--- src/flash_ctrl_pkg.sv ---
// flash_ctrl_pkg: register map, field positions, keys and codes of the flash controller
// assumes a 32-bit apb register bus and a word-wide flash array of 16k words
package flash_ctrl_pkg;
	// register byte offsets
	localparam logic [7:0] OFS_POWER_SAVING_CTRL = 8'h00;
	localparam logic [7:0] OFS_OPERATION_STATE = 8'h04;
	localparam logic [7:0] OFS_OPERATION_SELECT = 8'h08;
	localparam logic [7:0] OFS_TARGET_ADDRESS = 8'h10;
	localparam logic [7:0] OFS_ROM_CHECKSUM = 8'h14;
	localparam logic [7:0] OFS_SECURITY_LEVEL = 8'h18;
	// power saving control fields
	localparam int KEY_LSB = 16;
	localparam logic [15:0] WRITE_UNLOCK_KEY = 16'h5afa;
	localparam logic [1:0] PSAVE_DISABLED = 2'h0;
	localparam logic [1:0] PSAVE_SLOW = 2'h2;
	// status fields
	localparam int ST_BUSY = 0;
	localparam int ST_PROGRAM_ERROR = 2;
	localparam int ST_END_OF_OPERATION = 5;
	// control fields
	localparam int CT_PROGRAM_SELECT = 0;
	localparam int CT_PAGE_ERASE_SELECT = 1;
	localparam int CT_ERASE_START = 6;
	localparam int CT_CHECKSUM_SELECT = 7;
	// security level register fields
	localparam int SEC_ACTIVE_LSB = 4;
	// security levels
	localparam logic [1:0] UNPROTECTED_LEVEL = 2'h0;
	localparam logic [1:0] PROTECT_LEVEL_ONE = 2'h1;
	localparam logic [1:0] PROTECT_LEVEL_TWO = 2'h2;
	localparam logic [1:0] PROTECT_LEVEL_THREE = 2'h3;
	// requesting paths of the flash space port
	localparam logic [1:0] PATH_FIRMWARE = 2'h0;
	localparam logic [1:0] PATH_DEBUG = 2'h1;
	localparam logic [1:0] PATH_PROGRAMMER = 2'h2;
	// array operations
	localparam logic [1:0] ARR_READ = 2'h0;
	localparam logic [1:0] ARR_WRITE = 2'h1;
	localparam logic [1:0] ARR_PAGE_ERASE = 2'h2;
	localparam logic [1:0] ARR_MASS_ERASE = 2'h3;
	// user rom geometry
	localparam int ROM_BYTES = 65536;
	localparam int PAGE_COUNT = 64;
	localparam int PAGE_BYTES = 1024;
	localparam logic [31:0] ERASED_WORD = 32'hffffffff;
	localparam logic [31:0] RESET_ZERO = 32'h00000000;
endpackage : flash_ctrl_pkg

--- src/flash_program_erase_controller.sv ---
// flash_program_erase_controller: program/erase sequencer, code security and checksum
// assumes an apb master on mclk and a flash array that answers arrReq with a one-cycle arrAck
//
// Functional notes
// security change acts only after next reboot
// four levels; reads refused above zero, fw at three
// programmer erase returns level to zero; the code ignores it at level three
// downgrade to zero mass erases before level update
// no downgrade requests while debugging; the code takes a downgrade write only when idle
// one 32-bit word per program write
// pre-read target; not erased skips, flags error
// error bit 2 on illegal address; write zero clears
// program completion sets end-of-operation bit
// software: select, write word, poll busy
// software: select, address, start, wait busy
// page erase and hardware mass erase
// checksum stays readable under read protection
// power register write needs key 0x5afa
// mode 00 disabled, 10 slow saving
// busy rises at start, falls at end/error
// erase start bit 6 triggers, self-clears
// select bits cleared by hardware when busy falls
// checksum select cleared when busy falls
// user rom is 64 pages of 1024 bytes
// erase sets every page bit to one
// flash reads stall while busy
// address register locked while busy
// program-select word write latches and starts
// forbidden program/erase refused, error flagged
//
// Design decision made here: the APB slave port.
`timescale 1ns/1ps
module flash_program_erase_controller
	import flash_ctrl_pkg::*;
#(
	parameter int ROM_WORDS = ROM_BYTES / 4
) (
	// clock and reset
	input wire logic mclk,
	input wire logic nrst,
	// apb register slave
	input wire logic psel,
	input wire logic penable,
	input wire logic pwrite,
	input wire logic [7:0] paddr,
	input wire logic [31:0] pwdata,
	output logic [31:0] prdata,
	output logic pready,
	output logic pslverr,
	// flash space access from the cores and the programmer
	input wire logic fReq,
	input wire logic fWrite,
	input wire logic [1:0] fPath,
	input wire logic [31:0] fAddr,
	input wire logic [31:0] fWdata,
	output logic [31:0] fRdata,
	output logic fReady,
	output logic fDenied,
	// programmer mass erase request, one-cycle pulse
	input wire logic writerErase,
	// security level held in the code option at boot
	input wire logic [1:0] codeOptionLevel,
	// stored level to be written back to the code option
	output logic [1:0] storedLevel,
	// power saving mode to the flash macro
	output logic [1:0] powerSavingMode,
	// flash array
	output logic arrReq,
	output logic [1:0] arrOp,
	output logic [13:0] arrAddr,
	output logic [31:0] arrWdata,
	input wire logic [31:0] arrRdata,
	input wire logic arrAck
);

	typedef enum logic [2:0] {
		S_BOOT, S_IDLE, S_READ, S_PRECHECK, S_PROGRAM, S_PAGE_ERASE, S_MASS_ERASE, S_CHECKSUM
	} state_e;

	localparam logic [31:0] ROM_LIMIT = 32'(ROM_BYTES);
	localparam logic [13:0] LAST_WORD = 14'(ROM_WORDS - 1);

	state_e state_q;
	logic [1:0] psaveMode_q;
	logic programError_q;
	logic endOfOp_q;
	logic programSelect_q;
	logic pageEraseSelect_q;
	logic eraseStart_q;
	logic checksumSelect_q;
	logic [31:0] targetAddr_q;
	logic [15:0] checksum_q;
	logic [1:0] activeLevel_q;
	logic [1:0] storedLevel_q;
	logic massToZero_q;
	logic [13:0] wordAddr_q;
	logic [31:0] wordData_q;
	logic [31:0] fRdata_q;
	logic fReady_q;
	logic fDenied_q;

	// apb decode
	wire apbAccess = psel & penable;
	wire apbWr = apbAccess & pwrite;
	wire hitPower = paddr == OFS_POWER_SAVING_CTRL;
	wire hitState = paddr == OFS_OPERATION_STATE;
	wire hitSelect = paddr == OFS_OPERATION_SELECT;
	wire hitAddr = paddr == OFS_TARGET_ADDRESS;
	wire hitSum = paddr == OFS_ROM_CHECKSUM;
	wire hitSec = paddr == OFS_SECURITY_LEVEL;
	wire mapped = hitPower | hitState | hitSelect | hitAddr | hitSum | hitSec;
	wire idle = state_q == S_IDLE;
	wire busy = ~idle & (state_q != S_BOOT);

	wire keyOk = pwdata[31:KEY_LSB] == WRITE_UNLOCK_KEY;
	wire wrPower = apbWr & hitPower & keyOk;
	wire wrState = apbWr & hitState;
	wire wrSelect = apbWr & hitSelect;
	wire wrAddr = apbWr & hitAddr & ~busy;
	wire wrSec = apbWr & hitSec;

	// new select value as software would leave it
	wire newPerBit = pwdata[CT_PAGE_ERASE_SELECT];
	wire eraseTrig = wrSelect & pwdata[CT_ERASE_START] & newPerBit & idle;
	wire sumTrig = wrSelect & pwdata[CT_CHECKSUM_SELECT] & ~checksumSelect_q & idle;

	// security policy, judged on the level latched at boot
	wire lvlProtected = activeLevel_q != UNPROTECTED_LEVEL;
	wire fwLocked = activeLevel_q == PROTECT_LEVEL_THREE;
	wire addrLegal = fAddr < ROM_LIMIT;
	wire pageLegal = targetAddr_q < ROM_LIMIT;
	wire pathDebug = fPath == PATH_DEBUG;
	wire pathWriter = fPath == PATH_PROGRAMMER;
	wire readDenied = lvlProtected & (pathDebug | pathWriter);
	wire writeDenied = pathDebug ? lvlProtected : (pathWriter ? 1'b0 : fwLocked);

	// flash space request taken only when idle, so busy stalls it
	wire fTake = fReq & ~fReady_q & idle;
	wire fRead = fTake & ~fWrite;
	wire fWriteTake = fTake & fWrite;
	wire progStart = fWriteTake & programSelect_q & ~writeDenied & addrLegal;
	wire progRefused = fWriteTake & programSelect_q & (writeDenied | ~addrLegal);
	wire readStart = fRead & ~readDenied & addrLegal;
	wire fQuick = fTake & ~readStart & ~progStart;

	wire eraseGo = eraseTrig & pageLegal & ~fwLocked & ~fTake;
	wire eraseRefused = eraseTrig & (~pageLegal | fwLocked) & ~fTake;
	wire downgrade = wrSec & (pwdata[1:0] == UNPROTECTED_LEVEL) & lvlProtected;
	wire writerMass = writerErase & ~fwLocked;
	wire massGo = idle & ~fTake & ~eraseTrig & (downgrade | writerMass);
	wire sumGo = sumTrig & ~fTake & ~eraseTrig & ~massGo;

	// precheck outcome
	wire preErased = arrRdata == ERASED_WORD;
	wire preFail = (state_q == S_PRECHECK) & arrAck & ~preErased;
	wire opDone = arrAck & (state_q == S_PROGRAM || state_q == S_PAGE_ERASE || state_q == S_MASS_ERASE);
	wire sumLast = (state_q == S_CHECKSUM) & arrAck & (wordAddr_q == LAST_WORD);
	wire busyFall = preFail | opDone | sumLast;

	// sequencer
	always_ff @(posedge mclk or negedge nrst) begin
		if (!nrst) begin
			state_q <= S_BOOT;
		end else begin
			unique case (state_q)
				S_BOOT: state_q <= S_IDLE;
				S_IDLE: begin
					if (readStart) state_q <= S_READ;
					else if (progStart) state_q <= S_PRECHECK;
					else if (eraseGo) state_q <= S_PAGE_ERASE;
					else if (massGo) state_q <= S_MASS_ERASE;
					else if (sumGo) state_q <= S_CHECKSUM;
				end
				S_READ: if (arrAck) state_q <= S_IDLE;
				S_PRECHECK: if (arrAck) state_q <= preErased ? S_PROGRAM : S_IDLE;
				S_PROGRAM, S_PAGE_ERASE, S_MASS_ERASE: if (arrAck) state_q <= S_IDLE;
				S_CHECKSUM: if (sumLast) state_q <= S_IDLE;
			endcase
		end
	end

	// operation address and data; page erase uses the page-aligned word
	always_ff @(posedge mclk or negedge nrst) begin
		if (!nrst) begin
			wordAddr_q <= '0;
			wordData_q <= RESET_ZERO;
		end else if (readStart | progStart) begin
			wordAddr_q <= fAddr[15:2];
			wordData_q <= fWdata;
		end else if (eraseGo) begin
			wordAddr_q <= {targetAddr_q[15:10], 8'h00};
		end else if (sumGo | massGo) begin
			wordAddr_q <= '0;
		end else if ((state_q == S_CHECKSUM) & arrAck) begin
			wordAddr_q <= wordAddr_q + 14'h0001;
		end
	end

	// checksum: 16-bit sum of word halves over the user rom
	always_ff @(posedge mclk or negedge nrst) begin
		if (!nrst) begin
			checksum_q <= '0;
		end else if (sumGo) begin
			checksum_q <= '0;
		end else if ((state_q == S_CHECKSUM) & arrAck) begin
			checksum_q <= checksum_q + arrRdata[15:0] + arrRdata[31:16];
		end
	end

	// power saving mode, key guarded
	always_ff @(posedge mclk or negedge nrst) begin
		if (!nrst) psaveMode_q <= PSAVE_DISABLED;
		else if (wrPower) psaveMode_q <= pwdata[1:0];
	end

	// status flags: hardware set wins over a software clear
	always_ff @(posedge mclk or negedge nrst) begin
		if (!nrst) begin
			programError_q <= 1'b0;
			endOfOp_q <= 1'b0;
		end else begin
			if (preFail | progRefused | eraseRefused) programError_q <= 1'b1;
			else if (wrState & ~pwdata[ST_PROGRAM_ERROR]) programError_q <= 1'b0;
			if (busyFall) endOfOp_q <= 1'b1;
			else if (wrState & ~pwdata[ST_END_OF_OPERATION]) endOfOp_q <= 1'b0;
		end
	end

	// control bits: software sets, busy falling clears
	always_ff @(posedge mclk or negedge nrst) begin
		if (!nrst) begin
			programSelect_q <= 1'b0;
			pageEraseSelect_q <= 1'b0;
			eraseStart_q <= 1'b0;
			checksumSelect_q <= 1'b0;
		end else if (busyFall) begin
			programSelect_q <= 1'b0;
			pageEraseSelect_q <= 1'b0;
			eraseStart_q <= 1'b0;
			checksumSelect_q <= 1'b0;
		end else if (wrSelect & ~busy) begin
			programSelect_q <= pwdata[CT_PROGRAM_SELECT];
			pageEraseSelect_q <= newPerBit;
			eraseStart_q <= eraseGo;
			checksumSelect_q <= sumGo;
		end
	end

	// target address register
	always_ff @(posedge mclk or negedge nrst) begin
		if (!nrst) targetAddr_q <= RESET_ZERO;
		else if (wrAddr) targetAddr_q <= pwdata;
	end

	// code security: active level caught once after reset release
	always_ff @(posedge mclk or negedge nrst) begin
		if (!nrst) begin
			activeLevel_q <= PROTECT_LEVEL_THREE;
			storedLevel_q <= PROTECT_LEVEL_THREE;
			massToZero_q <= 1'b0;
		end else if (state_q == S_BOOT) begin
			activeLevel_q <= codeOptionLevel;
			storedLevel_q <= codeOptionLevel;
		end else begin
			if (massGo) massToZero_q <= 1'b1;
			else if (opDone & (state_q == S_MASS_ERASE)) massToZero_q <= 1'b0;
			if (opDone & (state_q == S_MASS_ERASE) & massToZero_q) begin
				storedLevel_q <= UNPROTECTED_LEVEL;
			end else if (wrSec & (pwdata[1:0] != UNPROTECTED_LEVEL) & idle) begin
				storedLevel_q <= pwdata[1:0];
			end
		end
	end

	// flash space answer, one cycle after completion
	always_ff @(posedge mclk or negedge nrst) begin
		if (!nrst) begin
			fRdata_q <= RESET_ZERO;
			fReady_q <= 1'b0;
			fDenied_q <= 1'b0;
		end else begin
			fReady_q <= fQuick | ((state_q == S_READ) & arrAck);
			fDenied_q <= fTake & ((~fWrite & (readDenied | ~addrLegal)) | progRefused);
			if ((state_q == S_READ) & arrAck) fRdata_q <= arrRdata;
			else if (fTake & ~fWrite & readDenied) fRdata_q <= RESET_ZERO;
		end
	end

	// array request, held until acknowledged
	assign arrReq = state_q inside {S_READ, S_PRECHECK, S_PROGRAM, S_PAGE_ERASE, S_MASS_ERASE,
		S_CHECKSUM};
	assign arrOp = (state_q == S_PROGRAM) ? ARR_WRITE :
		(state_q == S_PAGE_ERASE) ? ARR_PAGE_ERASE :
		(state_q == S_MASS_ERASE) ? ARR_MASS_ERASE : ARR_READ;
	assign arrAddr = wordAddr_q;
	assign arrWdata = wordData_q;

	// register read mux; the checksum stays open whatever the level
	wire [31:0] rdPower = {16'h0000, 14'h0000, psaveMode_q};
	wire [31:0] rdState = 32'({endOfOp_q, 2'b00, programError_q, 1'b0, busy});
	wire [31:0] rdSelect = 32'({checksumSelect_q, eraseStart_q, 4'h0, pageEraseSelect_q,
		programSelect_q});
	wire [31:0] rdSum = {16'h0000, checksum_q};
	wire [31:0] rdSec = 32'({activeLevel_q, 2'b00, storedLevel_q});
	assign prdata = hitPower ? rdPower :
		hitState ? rdState :
		hitSelect ? rdSelect :
		hitAddr ? targetAddr_q :
		hitSum ? rdSum :
		hitSec ? rdSec : RESET_ZERO;
	assign pready = 1'b1;
	assign pslverr = apbAccess & ~mapped;

	assign fRdata = fRdata_q;
	assign fReady = fReady_q;
	assign fDenied = fDenied_q;
	assign storedLevel = storedLevel_q;
	assign powerSavingMode = psaveMode_q;

endmodule : flash_program_erase_controller

--- config.mk ---
export PLATFORM = sky130hd
export DESIGN_NAME = flash_program_erase_controller
export DESIGN_NICKNAME = d
export VERILOG_FILES = /design/src/flash_ctrl_pkg.sv /design/src/flash_program_erase_controller.sv
export SDC_FILE = /design/constraint.sdc
export NUM_CORES = 1
export LEC_CHECK = 0
export ABC_AREA = 1
export CORE_MARGIN = 2
export CORE_UTILIZATION = 35
export CTS_BUF_LIST = sky130_fd_sc_hd__clkbuf_16
export DETAILED_ROUTE_END_ITERATION = 6
export DONT_BUFFER_PORTS = 1
export MAX_ROUTING_LAYER = met4
export PLACE_DENSITY_LB_ADDON = 0.05
export SYNTH_ARGS = -nofsm -noshare
export SYNTH_HDL_FRONTEND = slang
export SYNTH_SLANG_ARGS = --single-unit
--- constraint.sdc ---
create_clock -name mclk -period 2.3 [get_ports mclk]
set_input_delay 0.46 -clock mclk [delete_from_list [all_inputs] [get_ports mclk]]
set_output_delay 0.46 -clock mclk [all_outputs]
set_load 0.02 [all_outputs]
==> After elaboration in Yosys (flattened, before gate mapping) <==
Cells that the tools add are included.
{ "totals": {"inputBits": 149, "wordCells": 209, "rom_bits": 0, "ff_bits": 144, "mem_count": 0, "ram_bits": 0, "latchBits": 0} }
{ "classes": {"mul": 0, "add_sub_neg": 3, "n_eq_ne": 22, "n_shift": 0, "div_mod_pow": 0, "reduce_logical": 20, "n_lt_le_gt_ge": 2, "muxes": 46, "n_bitwise": 98} }
{ "op_table": {"columns": ["operator", "n"], "rows": [
  ["two-way mux 32 bit", 6],
  ["less-than comparator 32 x 17 -> 1 bit, second input constant", 2],
  ["bitwise AND 1 bit", 60],
  ["two-way mux 14 bit", 4],
  ["two-way mux 16 bit", 3],
  ["adder 16 bit", 2],
  ["== test 32 bit, second input constant", 1],
  ["two-way mux 3 bit", 9],
  ["== test 8 x 5 -> 1 bit, second input constant", 3],
  ["NOT 1 bit", 20],
  ["OR 1 bit", 18],
  ["== test 16 x 15 -> 1 bit, second input constant", 1],
  ["two-way mux 1 bit", 16],
  ["nonzero test 2 bit", 8],
  ["case mux 3 bit (5 select lines)", 1],
  ["adder 14 x 1 -> 14 bit, second input constant", 1],
  ["== test 14 bit, second input constant", 1],
  ["== test 3 bit, second input constant", 4],
  ["two-way mux 2 bit", 6],
  ["== test 8 x 3 -> 1 bit, second input constant", 1],
  ["== test 8 x 4 -> 1 bit, second input constant", 1],
  ["logical NOT 8 bit", 1],
  ["== test 3 x 2 -> 1 bit, second input constant", 2],
  ["two-way mux 6 bit", 1],
  ["other kinds (15)", 19]
]} }

==> Depth between registers and ports, before layout <==
{ "logic_depth": {"word_depth": 17, "mapped_depth": 15, "ltp_nobuf": 14} }

==> Worst setup path before layout <==
No wires, ideal clock.
{ "synth_path": {"path_kind": "input to register", "startpoint": "in arrRdata[3]", "endpoint": "reg checksum_q[10]", "slack_ns": -0.023, "setup_time_ns": 0.123, "arrival_time_ns": 2.200, "cell_stages": 10, "n_path_buf": 0, "cell_sequence": "fa_1 ha_1 a21oi_1 nand2_1 a21boi_0 inv_1 nand3_1 nand2_1 o21ai_0 nand2_1"} }
{ "synth_between": {"elab_chain_len": 4} }
{ "synth_rtl": {"columns": ["element", "line", "text"], "rows": [
  ["from (decl)", "flash_program_erase_controller.sv:72", "input wire logic [31:0] arrRdata,"],
  ["adder 16 bit (2 in a row)", "flash_program_erase_controller.sv:206", "checksum_q <= checksum_q + arrRdata[15:0] + arrRdata[31:16];"],
  ["two-way mux 16 bit", "flash_program_erase_controller.sv:205", "end else if ((state_q == S_CHECKSUM) & arrAck) begin"],
  ["two-way mux 16 bit", "flash_program_erase_controller.sv:203", "end else if (sumGo) begin"],
  ["to (signal assigned)", "flash_program_erase_controller.sv:206", null],
  ["to (decl)", "flash_program_erase_controller.sv:92", "logic [15:0] checksum_q;"]
]} }
No other way between the ends. The select of a mux whose other input is x is not followed.
A chain may end at the register's enable or synchronous reset.

==> Worst setup path in the final report <==
{ "layout_path": {"startpoint": "reg checksum_q[1]", "endpoint": "reg checksum_q[9]"} }
{ "layout_between": {"elab_chain_len": 4} }
{ "layout_rtl": {"columns": ["element", "line"], "rows": [
  ["adder 16 bit (2 in a row)", "flash_program_erase_controller.sv:206"],
  ["two-way mux 16 bit", "flash_program_erase_controller.sv:205"],
  ["two-way mux 16 bit", "flash_program_erase_controller.sv:203"]
]} }
No other way between the ends. The select of a mux whose other input is x is not followed.

==> flow_metrics.tcl <==
set metrics [dict create \
    synthFlopType "dfrtp_1" \
    hold_violations 144 \
    grt_pass1_vias 7053 \
    fmax_mhz 446 \
    syn_to_final_growth_pct 20.9 \
    nets 1311 \
    slew_violations 0 \
    reg2regPathDepth 8 \
    synth_warnings 0 \
    clock_path_buffers 2 \
    synth_edf_count 0 \
    gp_congestion 0.869 \
    firstDrtPassIters 5 \
    pwr-share-clk 0.248 \
    cp_max_fo 3 \
    p_leak_nw 5.10 \
    post-place-ws_ps -164 \
    wl_per_cell_um 17.2 \
    cp-end-kind "flip-flop" \
    combPwrFrac 0.391 \
    synth_nets 1236 \
    ir_worst_vdd_mv 0.558 \
    cts_tree "built" \
    fin_ws_ps 58.1 \
    wl_um 25200 \
    finalSetupViolations 0 \
    seqPwrFrac 0.361 \
    num-fill-cells 2403 \
    fin_crit_sh 0.975 \
    grtUsageTotal 0.208 \
    r2r_setup_slack_ps 60 \
    drive_above_1_share 0.173 \
    skew_ps 12.7 \
    insertion_delay_ps 420 \
    syn_area_um2 8310 \
    die_w_um 158 \
    viasPerCell 4.79 \
    htree_num_levels 4 \
    portBuffers 0 \
    place_area_um2 9230 \
    cts.clk_slew.worst_paths_ps 70 \
    overflow 0 \
    drt_first_iter_violations 391 \
    placeableCoreArea_um2 23400 \
    finalHoldWorstSlack_ps -272 \
    swShare 0.406 \
    powerDensity_nw_per_um2 1100 \
    hp-class "primary input to asynchronous set/reset pin" \
    critPathLaunchType "flip-flop" \
    drcViolationCount 0 \
    ys_ff_latch 144 \
    fin_crit_ps 2240 \
    rsz0062_at_grt "true" \
    grt_pass1_wl_um 38400 \
    cap_violations 0 \
    final_area_um2 10000 \
    async_flop_share 1.00 \
    numCtsBuffers 17 \
    synth.avg_cell_area_um2 7.88 \
    ant_nets 0 \
    crit_arrival_ps 2540 \
    worstPathRequired_ps 2590 \
    synthDistinctLibCells 46 \
    dieArea_um2 25000 \
    grt_antenna_before_repair 2 \
    dpl.hpwl_um 19100 \
    num_io_pins 270 \
    dr_total_vias 7012 \
    clock_sinks 144 \
    internal_power_mw 6.59 \
    status "finished, violations left" \
    syn_inst 1054 \
    die_h_um 158 \
    cts-root-buf "clkbuf_16" \
    power_switching_mw 4.50 \
    reg2reg_to "checksum_q[9]$_DFFE_PN0P_" \
    initial_utilization 0.355 \
    r2r-start "checksum_q[1]$_DFFE_PN0P_" \
    grt_max_degree 145 \
    finalPower_mw 11.1 \
    rows 56 \
    critPathKind "flip-flop to flip-flop" \
    seq_area_frac_synth 0.434 \
    violations "hold timing" \
]
synth_stat cells, types with 2 or more instances:
cell       number  area share
o22ai_1        32       0.024
buf_6           8       0.011
o21ai_1         3      0.0018
inv_2           5      0.0023
or2_2           3      0.0023
nand3_4         2      0.0042
buf_2          12      0.0072
o31ai_1         2      0.0018
fa_1           16       0.039
o211ai_1        3      0.0027
o21ai_0        48       0.029
xor2_1         12       0.013
nor2_4          4      0.0054
nor4_1          2      0.0015
o21bai_1        4      0.0036
o2111ai_1       2      0.0021
nor3_1          9      0.0054
a22o_1          5      0.0053
nor2_1        101       0.046
nand3b_1        6      0.0054
nand4_1        20       0.015
nor2_2          4      0.0030
ha_1           17       0.026
nand3_1        63       0.038
xnor2_1         9      0.0095
buf_4           2      0.0018
nand2_2         5      0.0038
mux2_2         10       0.014
a21oi_1        40       0.024
nand2_1       284        0.13
dfstp_2         4       0.013
inv_1         153       0.069
clkbuf_1       12      0.0054
dfrtp_1       140        0.42
power by group through the flow:
stage	clock network (mW)	registers (mW)	logic, mW
detailed placement	0	4.05	3.79
global placement	0	4.06	3.78
floorplan	0	3.95	2.53
CTS	2.83	4.02	3.84
global route	2.95	4.09	4.91
finish	2.75	4.01	4.33
metrics by stage:
step,TNS (ps),util,cells
global route,-73.1,0.429,1463
detailed placement,-667,0.394,1425
finish,0,0.429,1464
floorplan,0,-,1054
global placement,-469,0.394,1425
CTS,0,0.419,1457
what timing repair did:
item                                    CTS  global route
endpoints found under the setup margin    3            10
hold endpoints to repair                144           144
pin swaps                                 0            15
resized for setup                         4            41
buffers inserted                          0             4
final cells by class:
class,count,area (µm²),area share
inverter,158,593,0.0591
timing repair buffer,90,754,0.0751
antenna,3,7.51,0.000748
clock inverter,15,145,0.0145
multi-input combinational,718,4110,0.409
tap,319,399,0.0397
sequential,144,3610,0.359
clock buffer,17,425,0.0424
kinds of logic after synthesis:
family                   after synthesis  share of synthesized area
AO/OA/AOI/OAI                        144                      0.101
XOR/XNOR                              21                     0.0221
adder cells (fa/ha/maj)               33                     0.0642
buffers and inverters                192                     0.0967
flip-flops                           144                      0.434
multiplexers                          10                     0.0136
other                                  1                   0.000452
AND/OR/NAND/NOR                      509                      0.268
layer usage:
layer	GRT usage	up-vias	part of all wire
met5	-	-	0
met3	0.0558	26	0.072
li1	-	3511	-
met4	0.0686	0	0.019
met2	0.332	221	0.47
met1	0.256	3254	0.44
flip-flops by register name, summed over array words and instances (netlist names), 2 cells and up:
signal	flops
storedLevel	2
arrWdata	32
targetAddr_q	32
checksum_q	16
activeLevel_q	2
fRdata	32
powerSavingMode	2
state_q	3
arrAddr	14
worst max-delay path: stages, from the launching register on:
cell     delay (ps)
dfrtp_1         390
fa_1            440
ha_2            200
fa_2            440
a21oi_2         190
nor2_1           50
nor2_1          140
xor2_1          180
o21ai_1          70
cell usage in the layout (no fill, tap or decap), types with 8 or more instances in the layout:
cell       Yosys  layout
nand2_1      284     281
nand2_2        5       8
nor3_1         9       8
a21oi_1       40      31
mux2_2        10      10
buf_4          2      83
a21oi_2        1       9
inv_1        153     152
nand3_1       63      61
clkbuf_16      0      17
nand4_1       20      20
ha_1          17       9
dfrtp_1      140     140
xnor2_1        9       9
o22ai_1       32      32
fa_1          16      15
o21ai_0       48      40
xor2_1        12      12
nor2_1       101      97
o21ai_1        3      10
worst max-delay path by stage:
stage / start / endpoint / slack, ps / cells past startpoint
2_1_floorplan: arrRdata[1] / checksum_q[9]$_DFFE_PN0P_ / 30 / 8
3_3_place_gp: arrRdata[1] / checksum_q[13]$_DFFE_PN0P_ / -150 / 9
3_5_place_dp: arrRdata[1] / checksum_q[13]$_DFFE_PN0P_ / -160 / 9
4_1_cts: checksum_q[1]$_DFFE_PN0P_ / checksum_q[13]$_DFFE_PN0P_ / 0.5 / 9
5_1_grt: checksum_q[1]$_DFFE_PN0P_ / checksum_q[9]$_DFFE_PN0P_ / -40 / 8
6_report: checksum_q[1]$_DFFE_PN0P_ / checksum_q[9]$_DFFE_PN0P_ / 60 / 8
Power figures use the tool's default switching activity.
